**src/design/boot_strap_pkg.sv**
```systemverilog
// Purpose: Shared constants and types for the boot strap mode selector
// Assumes: 20 MHz mclk, Avalon-MM register slave with 32-bit data
// Notes:   Times are kept in their own units; cycle counts derive from them
package boot_strap_pkg;

  ////////////////////////////////////////////////////////////////////////////
  // Clock and timing
  localparam int CLK_MHZ          = 20;
  localparam int POR_TIME_US      = 10;
  localparam int POR_CYC          = POR_TIME_US * CLK_MHZ;
  localparam int BREAK_TIME_US    = 100;
  localparam int BREAK_CYC        = BREAK_TIME_US * CLK_MHZ;
  localparam int BREAK_WIN_MS     = 10;
  localparam int BREAK_WIN_CYC    = BREAK_WIN_MS * 1000 * CLK_MHZ;
  localparam int RESTORE_TIME_MS  = 8000;
  localparam int RESTORE_CYC      = RESTORE_TIME_MS * 1000 * CLK_MHZ;

  ////////////////////////////////////////////////////////////////////////////
  // Strap codes, order {bit2, bit1, bit0}
  localparam logic [2:0] CODE_RUN_FOUR_WIRE    = 3'h0;
  localparam logic [2:0] CODE_RUN_TWO_WIRE     = 3'h1;
  localparam logic [2:0] CODE_LOAD_OR_RUN      = 3'h2;
  localparam logic [2:0] CODE_RESTORE_DEFAULTS = 3'h3;
  localparam logic [2:0] CODE_LOAD_FROM_SERIAL = 3'h4;

  ////////////////////////////////////////////////////////////////////////////
  // Restore settings
  localparam logic [1:0] RESTORE_NONE         = 2'h0;
  localparam logic [1:0] RESTORE_PARAMS       = 2'h1;
  localparam logic [1:0] RESTORE_IMAGE_PARAMS = 2'h2;

  ////////////////////////////////////////////////////////////////////////////
  // Register map (byte addresses)
  localparam logic [3:0] OFS_STATUS  = 4'h0;
  localparam logic [3:0] OFS_CONTROL = 4'h4;
  localparam logic [3:0] OFS_COMMAND = 4'h8;

  // STATUS fields
  localparam int ST_CODE_LSB     = 0;
  localparam int ST_STATE_LSB    = 3;
  localparam int ST_TWO_WIRE_BIT = 6;
  localparam int ST_BUSY_BIT     = 7;
  localparam int ST_PEND_BIT     = 8;
  // CONTROL fields
  localparam int CT_SEL_LSB      = 0;
  localparam int CT_S2_VAL_BIT   = 2;
  localparam int CT_S2_EN_BIT    = 3;
  // COMMAND fields
  localparam int CM_RESTORE_BIT  = 0;

  localparam logic [1:0] CONTROL_SEL_RST = RESTORE_IMAGE_PARAMS;

  ////////////////////////////////////////////////////////////////////////////
  // Boot sequencer states
  typedef enum logic [2:0] {
    ST_POR     = 3'b000,
    ST_SENSE   = 3'b001,
    ST_BREAK   = 3'b010,
    ST_LOAD    = 3'b011,
    ST_RUN     = 3'b100,
    ST_RESTORE = 3'b101,
    ST_HELD    = 3'b110
  } boot_state_t;

endpackage

```
**src/design/boot_strap_mode_select.sv**
```systemverilog
// Purpose: Sense strap pins at power-up or reset release and select boot flow
// Assumes: All inputs synchronous to mclk; rst is the supply-good power event
// Notes:   Captured code only changes in the sense state
//
// Overview of operation
// - Capture three straps just after release, choose mode
// - Code sets boot flow and debug/serial mapping
// - Unconnected strap reads zero via pull-down
// - Code 100: serial load, no timeout, four-wire
// - Code 001: run with two-wire debug
// - Code 000: run with four-wire debug
// - Code 010: break means load, else run
// - Code 011 plus reset toggle starts restore
// - Restore settings: none, params, image plus params
// - Unfinished restore resumes at next power-up
// - Restore lasts about eight seconds
// - Host denied access to factory image sector
// - Internal power-on reset without external pulse
// - Strap bits 0 and 1 have no other function
`timescale 1ns/10ps

module boot_strap_mode_select #(
  parameter int BREAK_WIN_CYC = boot_strap_pkg::BREAK_WIN_CYC,
  parameter int RESTORE_CYC   = boot_strap_pkg::RESTORE_CYC
) (
  // Clock and reset
  input  wire logic        mclk,
  input  wire logic        rst,
  // Board pins
  input  wire logic [2:0]  bootStrapPins,
  input  wire logic [2:0]  bootStrapFloat,
  input  wire logic        extResetPinN,
  input  wire logic        serialRx,
  output logic             strapBit2PinOut,
  output logic             strapBit2PinOe,
  // Nonvolatile restore marker
  input  wire logic        nvPendingIn,
  output logic             nvPendingOut,
  // Boot result
  output logic [2:0]       bootMode,
  output logic             serialLoadMode,
  output logic             runMode,
  output logic             restoreBusy,
  output logic             debugTwoWire,
  output logic             debugFourWire,
  output logic             serialPortBoot,
  // Host flash guard
  input  wire logic        hostFlashReq,
  input  wire logic        hostSectorSel,
  output logic             hostFlashGrant,
  // Avalon-MM slave
  input  wire logic [3:0]  address,
  input  wire logic        read,
  input  wire logic        write,
  input  wire logic [31:0] writedata,
  input  wire logic [3:0]  byteenable,
  output logic [31:0]      readdata,
  output logic             waitrequest
);

  ////////////////////////////////////////////////////////////////////////////
  // State
  typedef struct packed {
    boot_strap_pkg::boot_state_t st;
    logic [2:0]                  code;
    logic [7:0]                  porCnt;
    logic [11:0]                 brkCnt;
    logic [31:0]                 winCnt;
    logic [31:0]                 rstCnt;
    logic                        extToggle;
    logic [1:0]                  restoreSel;
    logic                        s2Val;
    logic                        s2En;
    logic                        nvPending;
    logic                        ack;
    logic [31:0]                 rdata;
  } regs_t;

  regs_t r_q;
  regs_t r_d;
  logic  [2:0] strapEff;
  logic        busy;

  function automatic logic twoWire(input logic [2:0] c);
    twoWire = (c == boot_strap_pkg::CODE_RUN_TWO_WIRE);
  endfunction

  assign strapEff = bootStrapPins & ~bootStrapFloat;
  assign busy     = (read | write) & ~r_q.ack;

  ////////////////////////////////////////////////////////////////////////////
  // Next state
  always_comb begin
    r_d     = r_q;
    r_d.ack = busy;
    if (busy) begin
      r_d.rdata = 32'h0;
      case (address)
        boot_strap_pkg::OFS_STATUS: begin
          r_d.rdata[boot_strap_pkg::ST_CODE_LSB +: 3]  = r_q.code;
          r_d.rdata[boot_strap_pkg::ST_STATE_LSB +: 3] = r_q.st;
          r_d.rdata[boot_strap_pkg::ST_TWO_WIRE_BIT]   = twoWire(r_q.code);
          r_d.rdata[boot_strap_pkg::ST_BUSY_BIT]       = (r_q.st == boot_strap_pkg::ST_RESTORE);
          r_d.rdata[boot_strap_pkg::ST_PEND_BIT]       = r_q.nvPending;
        end
        boot_strap_pkg::OFS_CONTROL: begin
          r_d.rdata[boot_strap_pkg::CT_SEL_LSB +: 2]  = r_q.restoreSel;
          r_d.rdata[boot_strap_pkg::CT_S2_VAL_BIT]    = r_q.s2Val;
          r_d.rdata[boot_strap_pkg::CT_S2_EN_BIT]     = r_q.s2En;
        end
        default: r_d.rdata = 32'h0;
      endcase
    end
    if (write && r_q.ack && address == boot_strap_pkg::OFS_CONTROL && byteenable[0]) begin
      r_d.restoreSel = writedata[boot_strap_pkg::CT_SEL_LSB +: 2];
      r_d.s2Val      = writedata[boot_strap_pkg::CT_S2_VAL_BIT];
      r_d.s2En       = writedata[boot_strap_pkg::CT_S2_EN_BIT];
    end
    case (r_q.st)
      boot_strap_pkg::ST_POR: begin
        if (r_q.porCnt == 8'(boot_strap_pkg::POR_CYC - 1)) begin
          r_d.st = boot_strap_pkg::ST_SENSE;
        end else begin
          r_d.porCnt = r_q.porCnt + 8'h01;
        end
      end
      boot_strap_pkg::ST_SENSE: begin
        r_d.code   = strapEff;
        r_d.brkCnt = 12'h0;
        r_d.winCnt = 32'h0;
        r_d.rstCnt = 32'h0;
        if (nvPendingIn) begin
          r_d.st = boot_strap_pkg::ST_RESTORE;
        end else begin
          case (strapEff)
            boot_strap_pkg::CODE_LOAD_FROM_SERIAL: r_d.st = boot_strap_pkg::ST_LOAD;
            boot_strap_pkg::CODE_LOAD_OR_RUN:      r_d.st = boot_strap_pkg::ST_BREAK;
            boot_strap_pkg::CODE_RESTORE_DEFAULTS: begin
              if (r_q.extToggle && r_q.restoreSel != boot_strap_pkg::RESTORE_NONE) begin
                r_d.st = boot_strap_pkg::ST_RESTORE;
              end else begin
                r_d.st = boot_strap_pkg::ST_RUN;
              end
            end
            default: r_d.st = boot_strap_pkg::ST_RUN;
          endcase
        end
      end
      boot_strap_pkg::ST_BREAK: begin
        r_d.winCnt = r_q.winCnt + 32'h1;
        r_d.brkCnt = serialRx ? 12'h0 : r_q.brkCnt + 12'h001;
        if (!serialRx && r_q.brkCnt == 12'(boot_strap_pkg::BREAK_CYC - 1)) begin
          r_d.st = boot_strap_pkg::ST_LOAD;
        end else if (r_q.winCnt == 32'(BREAK_WIN_CYC - 1)) begin
          r_d.st = boot_strap_pkg::ST_RUN;
        end
      end
      boot_strap_pkg::ST_LOAD: r_d.st = boot_strap_pkg::ST_LOAD;
      boot_strap_pkg::ST_RESTORE: begin
        r_d.nvPending = 1'b1;
        r_d.rstCnt    = r_q.rstCnt + 32'h1;
        if (r_q.rstCnt == 32'(RESTORE_CYC - 1)) begin
          r_d.nvPending = 1'b0;
          r_d.st        = boot_strap_pkg::ST_RUN;
        end
      end
      boot_strap_pkg::ST_RUN: begin
        if (write && r_q.ack && address == boot_strap_pkg::OFS_COMMAND && byteenable[0] &&
            writedata[boot_strap_pkg::CM_RESTORE_BIT] && r_q.restoreSel != boot_strap_pkg::RESTORE_NONE) begin
          r_d.rstCnt = 32'h0;
          r_d.st     = boot_strap_pkg::ST_RESTORE;
        end
      end
      boot_strap_pkg::ST_HELD: begin
        if (extResetPinN) begin
          r_d.extToggle = 1'b1;
          r_d.st        = boot_strap_pkg::ST_SENSE;
        end
      end
      default: r_d.st = boot_strap_pkg::ST_POR;
    endcase
    if (!extResetPinN) begin
      r_d.st = boot_strap_pkg::ST_HELD;
    end
    if (r_d.st != boot_strap_pkg::ST_RUN) begin
      r_d.s2En = 1'b0;
    end
  end

  ////////////////////////////////////////////////////////////////////////////
  // Registers
  always_ff @(posedge mclk) begin
    if (rst) begin
      r_q            <= '0;
      r_q.st         <= boot_strap_pkg::ST_POR;
      r_q.restoreSel <= boot_strap_pkg::CONTROL_SEL_RST;
    end else begin
      r_q <= r_d;
    end
  end

  ////////////////////////////////////////////////////////////////////////////
  // Outputs
  assign readdata        = r_q.rdata;
  assign waitrequest     = busy;
  assign bootMode        = r_q.code;
  assign serialLoadMode  = (r_q.st == boot_strap_pkg::ST_LOAD);
  assign runMode         = (r_q.st == boot_strap_pkg::ST_RUN);
  assign restoreBusy     = (r_q.st == boot_strap_pkg::ST_RESTORE);
  assign nvPendingOut    = r_q.nvPending;
  assign debugTwoWire    = runMode && twoWire(r_q.code);
  assign debugFourWire   = (runMode || serialLoadMode) && !twoWire(r_q.code);
  assign serialPortBoot  = serialLoadMode;
  assign strapBit2PinOut = r_q.s2Val;
  assign strapBit2PinOe  = r_q.s2En && runMode;
  assign hostFlashGrant  = hostFlashReq && !hostSectorSel;
endmodule

```
**config.mk**
```make
export PLATFORM = sky130hd
export DESIGN_NAME = boot_strap_mode_select
export DESIGN_NICKNAME = d
export VERILOG_FILES = /design/src/design/boot_strap_pkg.sv /design/src/design/boot_strap_mode_select.sv
export SDC_FILE = /design/constraint.sdc
export NUM_CORES = 1
export LEC_CHECK = 0
export BUFFER_PORTS_ARGS = -buffer_cell sky130_fd_sc_hd__clkbuf_2
export CAP_MARGIN = 40
export CORE_ASPECT_RATIO = 1.25
export CORE_MARGIN = 3
export CORE_UTILIZATION = 55
export DETAILED_ROUTE_END_ITERATION = 12
export GPL_ROUTABILITY_DRIVEN = 1
export GPL_TIMING_DRIVEN = 0
export PLACE_DENSITY = 0.79
export SLEW_MARGIN = 20
export SYNTH_ARGS = -nofsm -noshare
export SYNTH_HDL_FRONTEND = slang
export SYNTH_SLANG_ARGS = --single-unit
```
**constraint.sdc**
```tcl
create_clock -name mclk -period 5.8 [get_ports mclk]
set_input_delay 1.74 -clock mclk [delete_from_list [all_inputs] [get_ports mclk]]
set_output_delay 1.74 -clock mclk [all_outputs]
set_load 0.01 [all_outputs]
```
==> out/metrics.yaml <==
status: "finished, final reports clean"
via_count: 5516
maxCapViolCount: 0
synthFlopType: "dfxtp_1"
powerDensity_nw_per_um2: 219.5
cts.repair.resized: 0
worstMarginPinSlew_ps: 792.4
clk_path_buf_depth: 2
synth_top_area_share: 0.3655
drt_wl_total_um: 14510
wl_per_cell_um: 15.98
p_int_mw: 1.072
synth_common_cells: "106 x dfxtp_1, 73 x nor2_1, 67 x a21oi_1"
drt-initial-drc-count: 382
die_area_um2: 11830
placed_cell_area_um2: 6275
required_ps: 4060
die_height_um: 120.9
syn_to_final_growth_pct: 12.76
drtAntennaViolNets: 0
gp_congestion: 0.9047
power.share.combinational: 0.085
grt_pass1_wl_um: 24110
clock_power_share: 0.399
hold_class: "reg -> reg"
hold_violations: 0
rsz0062_at_grt: "no"
cp-startpoint: "write"
yosysWarnings: 0
end_kind: "output pin"
hold_path.startpoint: "readdata[7]"
seqPwrFrac: 0.516
hold-worst-slack_ps: 451.9
async_flop_share: 0
max_stage_delay_ps: 290
synth_top_area_cell: "dfxtp_1"
fp.coreArea_um2: 10210
path_buf_inv: 3
fin_worst_skew_ps: 5.986
die_w_um: 97.90
grt_usage: 0.2482
fin_setup_tns_ps: 0
timing.fmax_mhz: 236.2
drv_slew: 0
clk_pin_slew_ps: 70
syn_inst: 696
power.leakage_nw: 2.398
nNetsFinal: 833
layout_min_cycle_time_ps: 4234
drive_gt1_frac: 0.1977
crit_fanout: 6
synth.avg_cell_area_um2: 8.341
crit_top_cell: "clkbuf_2"
initial_core_util: 0.5687
antenna_found_initial: 0
synth_area_leaders: "dfxtp_1 37%, a21oi_1 5.8%, nor2_1 4.7%"
syn_area_um2: 5806
ys_ff_latch: 106
fin_util: 0.6413
n_antenna_cell: 0
route.detailed.drc: 0
crit_slowest_cell: "or2_2"
synth-edff-count: 0
critPathLaunchType: "input port"
post-synth-top-count-cell: "dfxtp_1"
maxSlewHeadroom: 0.4669
overflow: 0
critPathKind: "in -> out"
final_area_um2: 6546
hold_buffers: 0
io_buffers: 45
path_cells: "clkbuf_2 -> nor2_1 -> or2_2 -> inv_1 -> clkbuf_2"
switching_share: 0.2538
crit_arrival_ps: 2490
final_cells: 908
cpLargestDelayFamily: "buffers and inverters"
setup_violations: 0
synth_cell_type_count: 76
seq_area_frac_synth: 0.3655
post_cts_buffers: 0
timing.rr.start: "r_q[48]"
p_switching_mw: 0.3646
core.rowCount: 41
dr.pass1.iters: 8
dp_hpwl_um: 10830
nFillCells: 891
cts_tree: "built"
clockRootBuffer: "clkbuf_16"
ir_drop_mv: 0.1184
grt_pass1_vias: 5146
h-tree-depth: 3
cts.sinks: 106
dp.cells: 892
grt_max_degree: 18
numCtsBuffers: 9
period_share: 0.7300
clock_latency_ps: 350
pin_count: 101
vias_per_cell: 6.075
per-stage QoR:
stage               power [mW]  worst slack, ps
finish                   1.437             1566
global route             1.490             1510
CTS                      1.442             1569
detailed placement      0.8776             1570
global placement        0.8750             1596
floorplan               0.8415             1856
routing by layer:
metal	track usage	part of all wire	wire, µm
met1	0.2854	0.40	5773
met2	0.4510	0.53	7668
met3	0.03795	0.045	649
met4	0.1108	0.029	420
met5	0	0	0
worst reg2reg max path, delay by kind of cell, from the launching register on:
family             cells  cell delay (ps)
and+or+nand+nor        2              590
AOI/OAI and AO/OA      3             1160
DFF                    1              470
worst paths after layout:
| kind | end | slack, ps | depth (start not counted) |
|---|---|---|---|
| worst max-delay path | waitrequest | 1570 | 5 |
| worst min-delay path | readdata[7] | 450 | 2 |
| worst min register to register | readdata[7] | 450 | 2 |
| worst max register to register | r_q[34] | 3460 | 5 |
placed cells by master (no fill, tap or decap), types with 5 or more instances in the layout:
cell type,n
a21oi_1,67
o211ai_1,11
nand3_1,48
clkbuf_1,19
conb_1,23
o31ai_1,19
and3_1,11
nand2_1,51
xnor2_1,7
a22oi_1,7
xor2_1,7
dfxtp_1,106
or4_1,20
mux2_2,12
nand4_1,27
nor4_1,8
buf_2,9
clkbuf_16,9
o21ai_0,17
buf_4,36
or3_1,26
clkbuf_2,45
nor4b_1,5
and2_1,5
nor2b_1,6
mux2i_1,6
inv_1,13
nand2b_1,8
nor2_1,73
area by class of cell:
type,count,area [µm²],area share
multi-input combinational,532,3292,0.5029
clock buffer,10,229.0,0.03498
buffer,67,425.4,0.06498
tap,129,161.4,0.02466
sequential,106,2122,0.3242
timing repair buffer,45,225.2,0.03440
inverter,13,48.80,0.007454
clock inverter,6,42.54,0.006498
cell families (layout without fill, tap and decap cells):
family                     Yosys count  in the layout  synth area share
xor gates and xnor gates            14             14           0.02112
adders and majority gates            4              4          0.008621
buffers and inverters               80            141           0.08168
DFF                                106            106            0.3655
muxes                               18             18           0.03362
other                                1             23         0.0006459
and+or+nand+nor                    330            330            0.3317
AOI/OAI and AO/OA                  143            143            0.1571
state kept, by name (all words and copies together), names as in the netlist:
register and cells:
nvPendingOut 1, bootMode 3, r_q 92, strapBit2PinOut 1, readdata 9
power groups by stage:
stage / clock network (mW) / registers, mW / logic, mW
3_5_place_dp: 0 / 0.758 / 0.120
5_1_grt: 0.615 / 0.742 / 0.134
2_1_floorplan: 0 / 0.756 / 0.0856
3_3_place_gp: 0 / 0.757 / 0.118
4_1_cts: 0.581 / 0.741 / 0.120
6_report: 0.574 / 0.741 / 0.122
No activity file was read; power rests on OpenSTA's default activity.
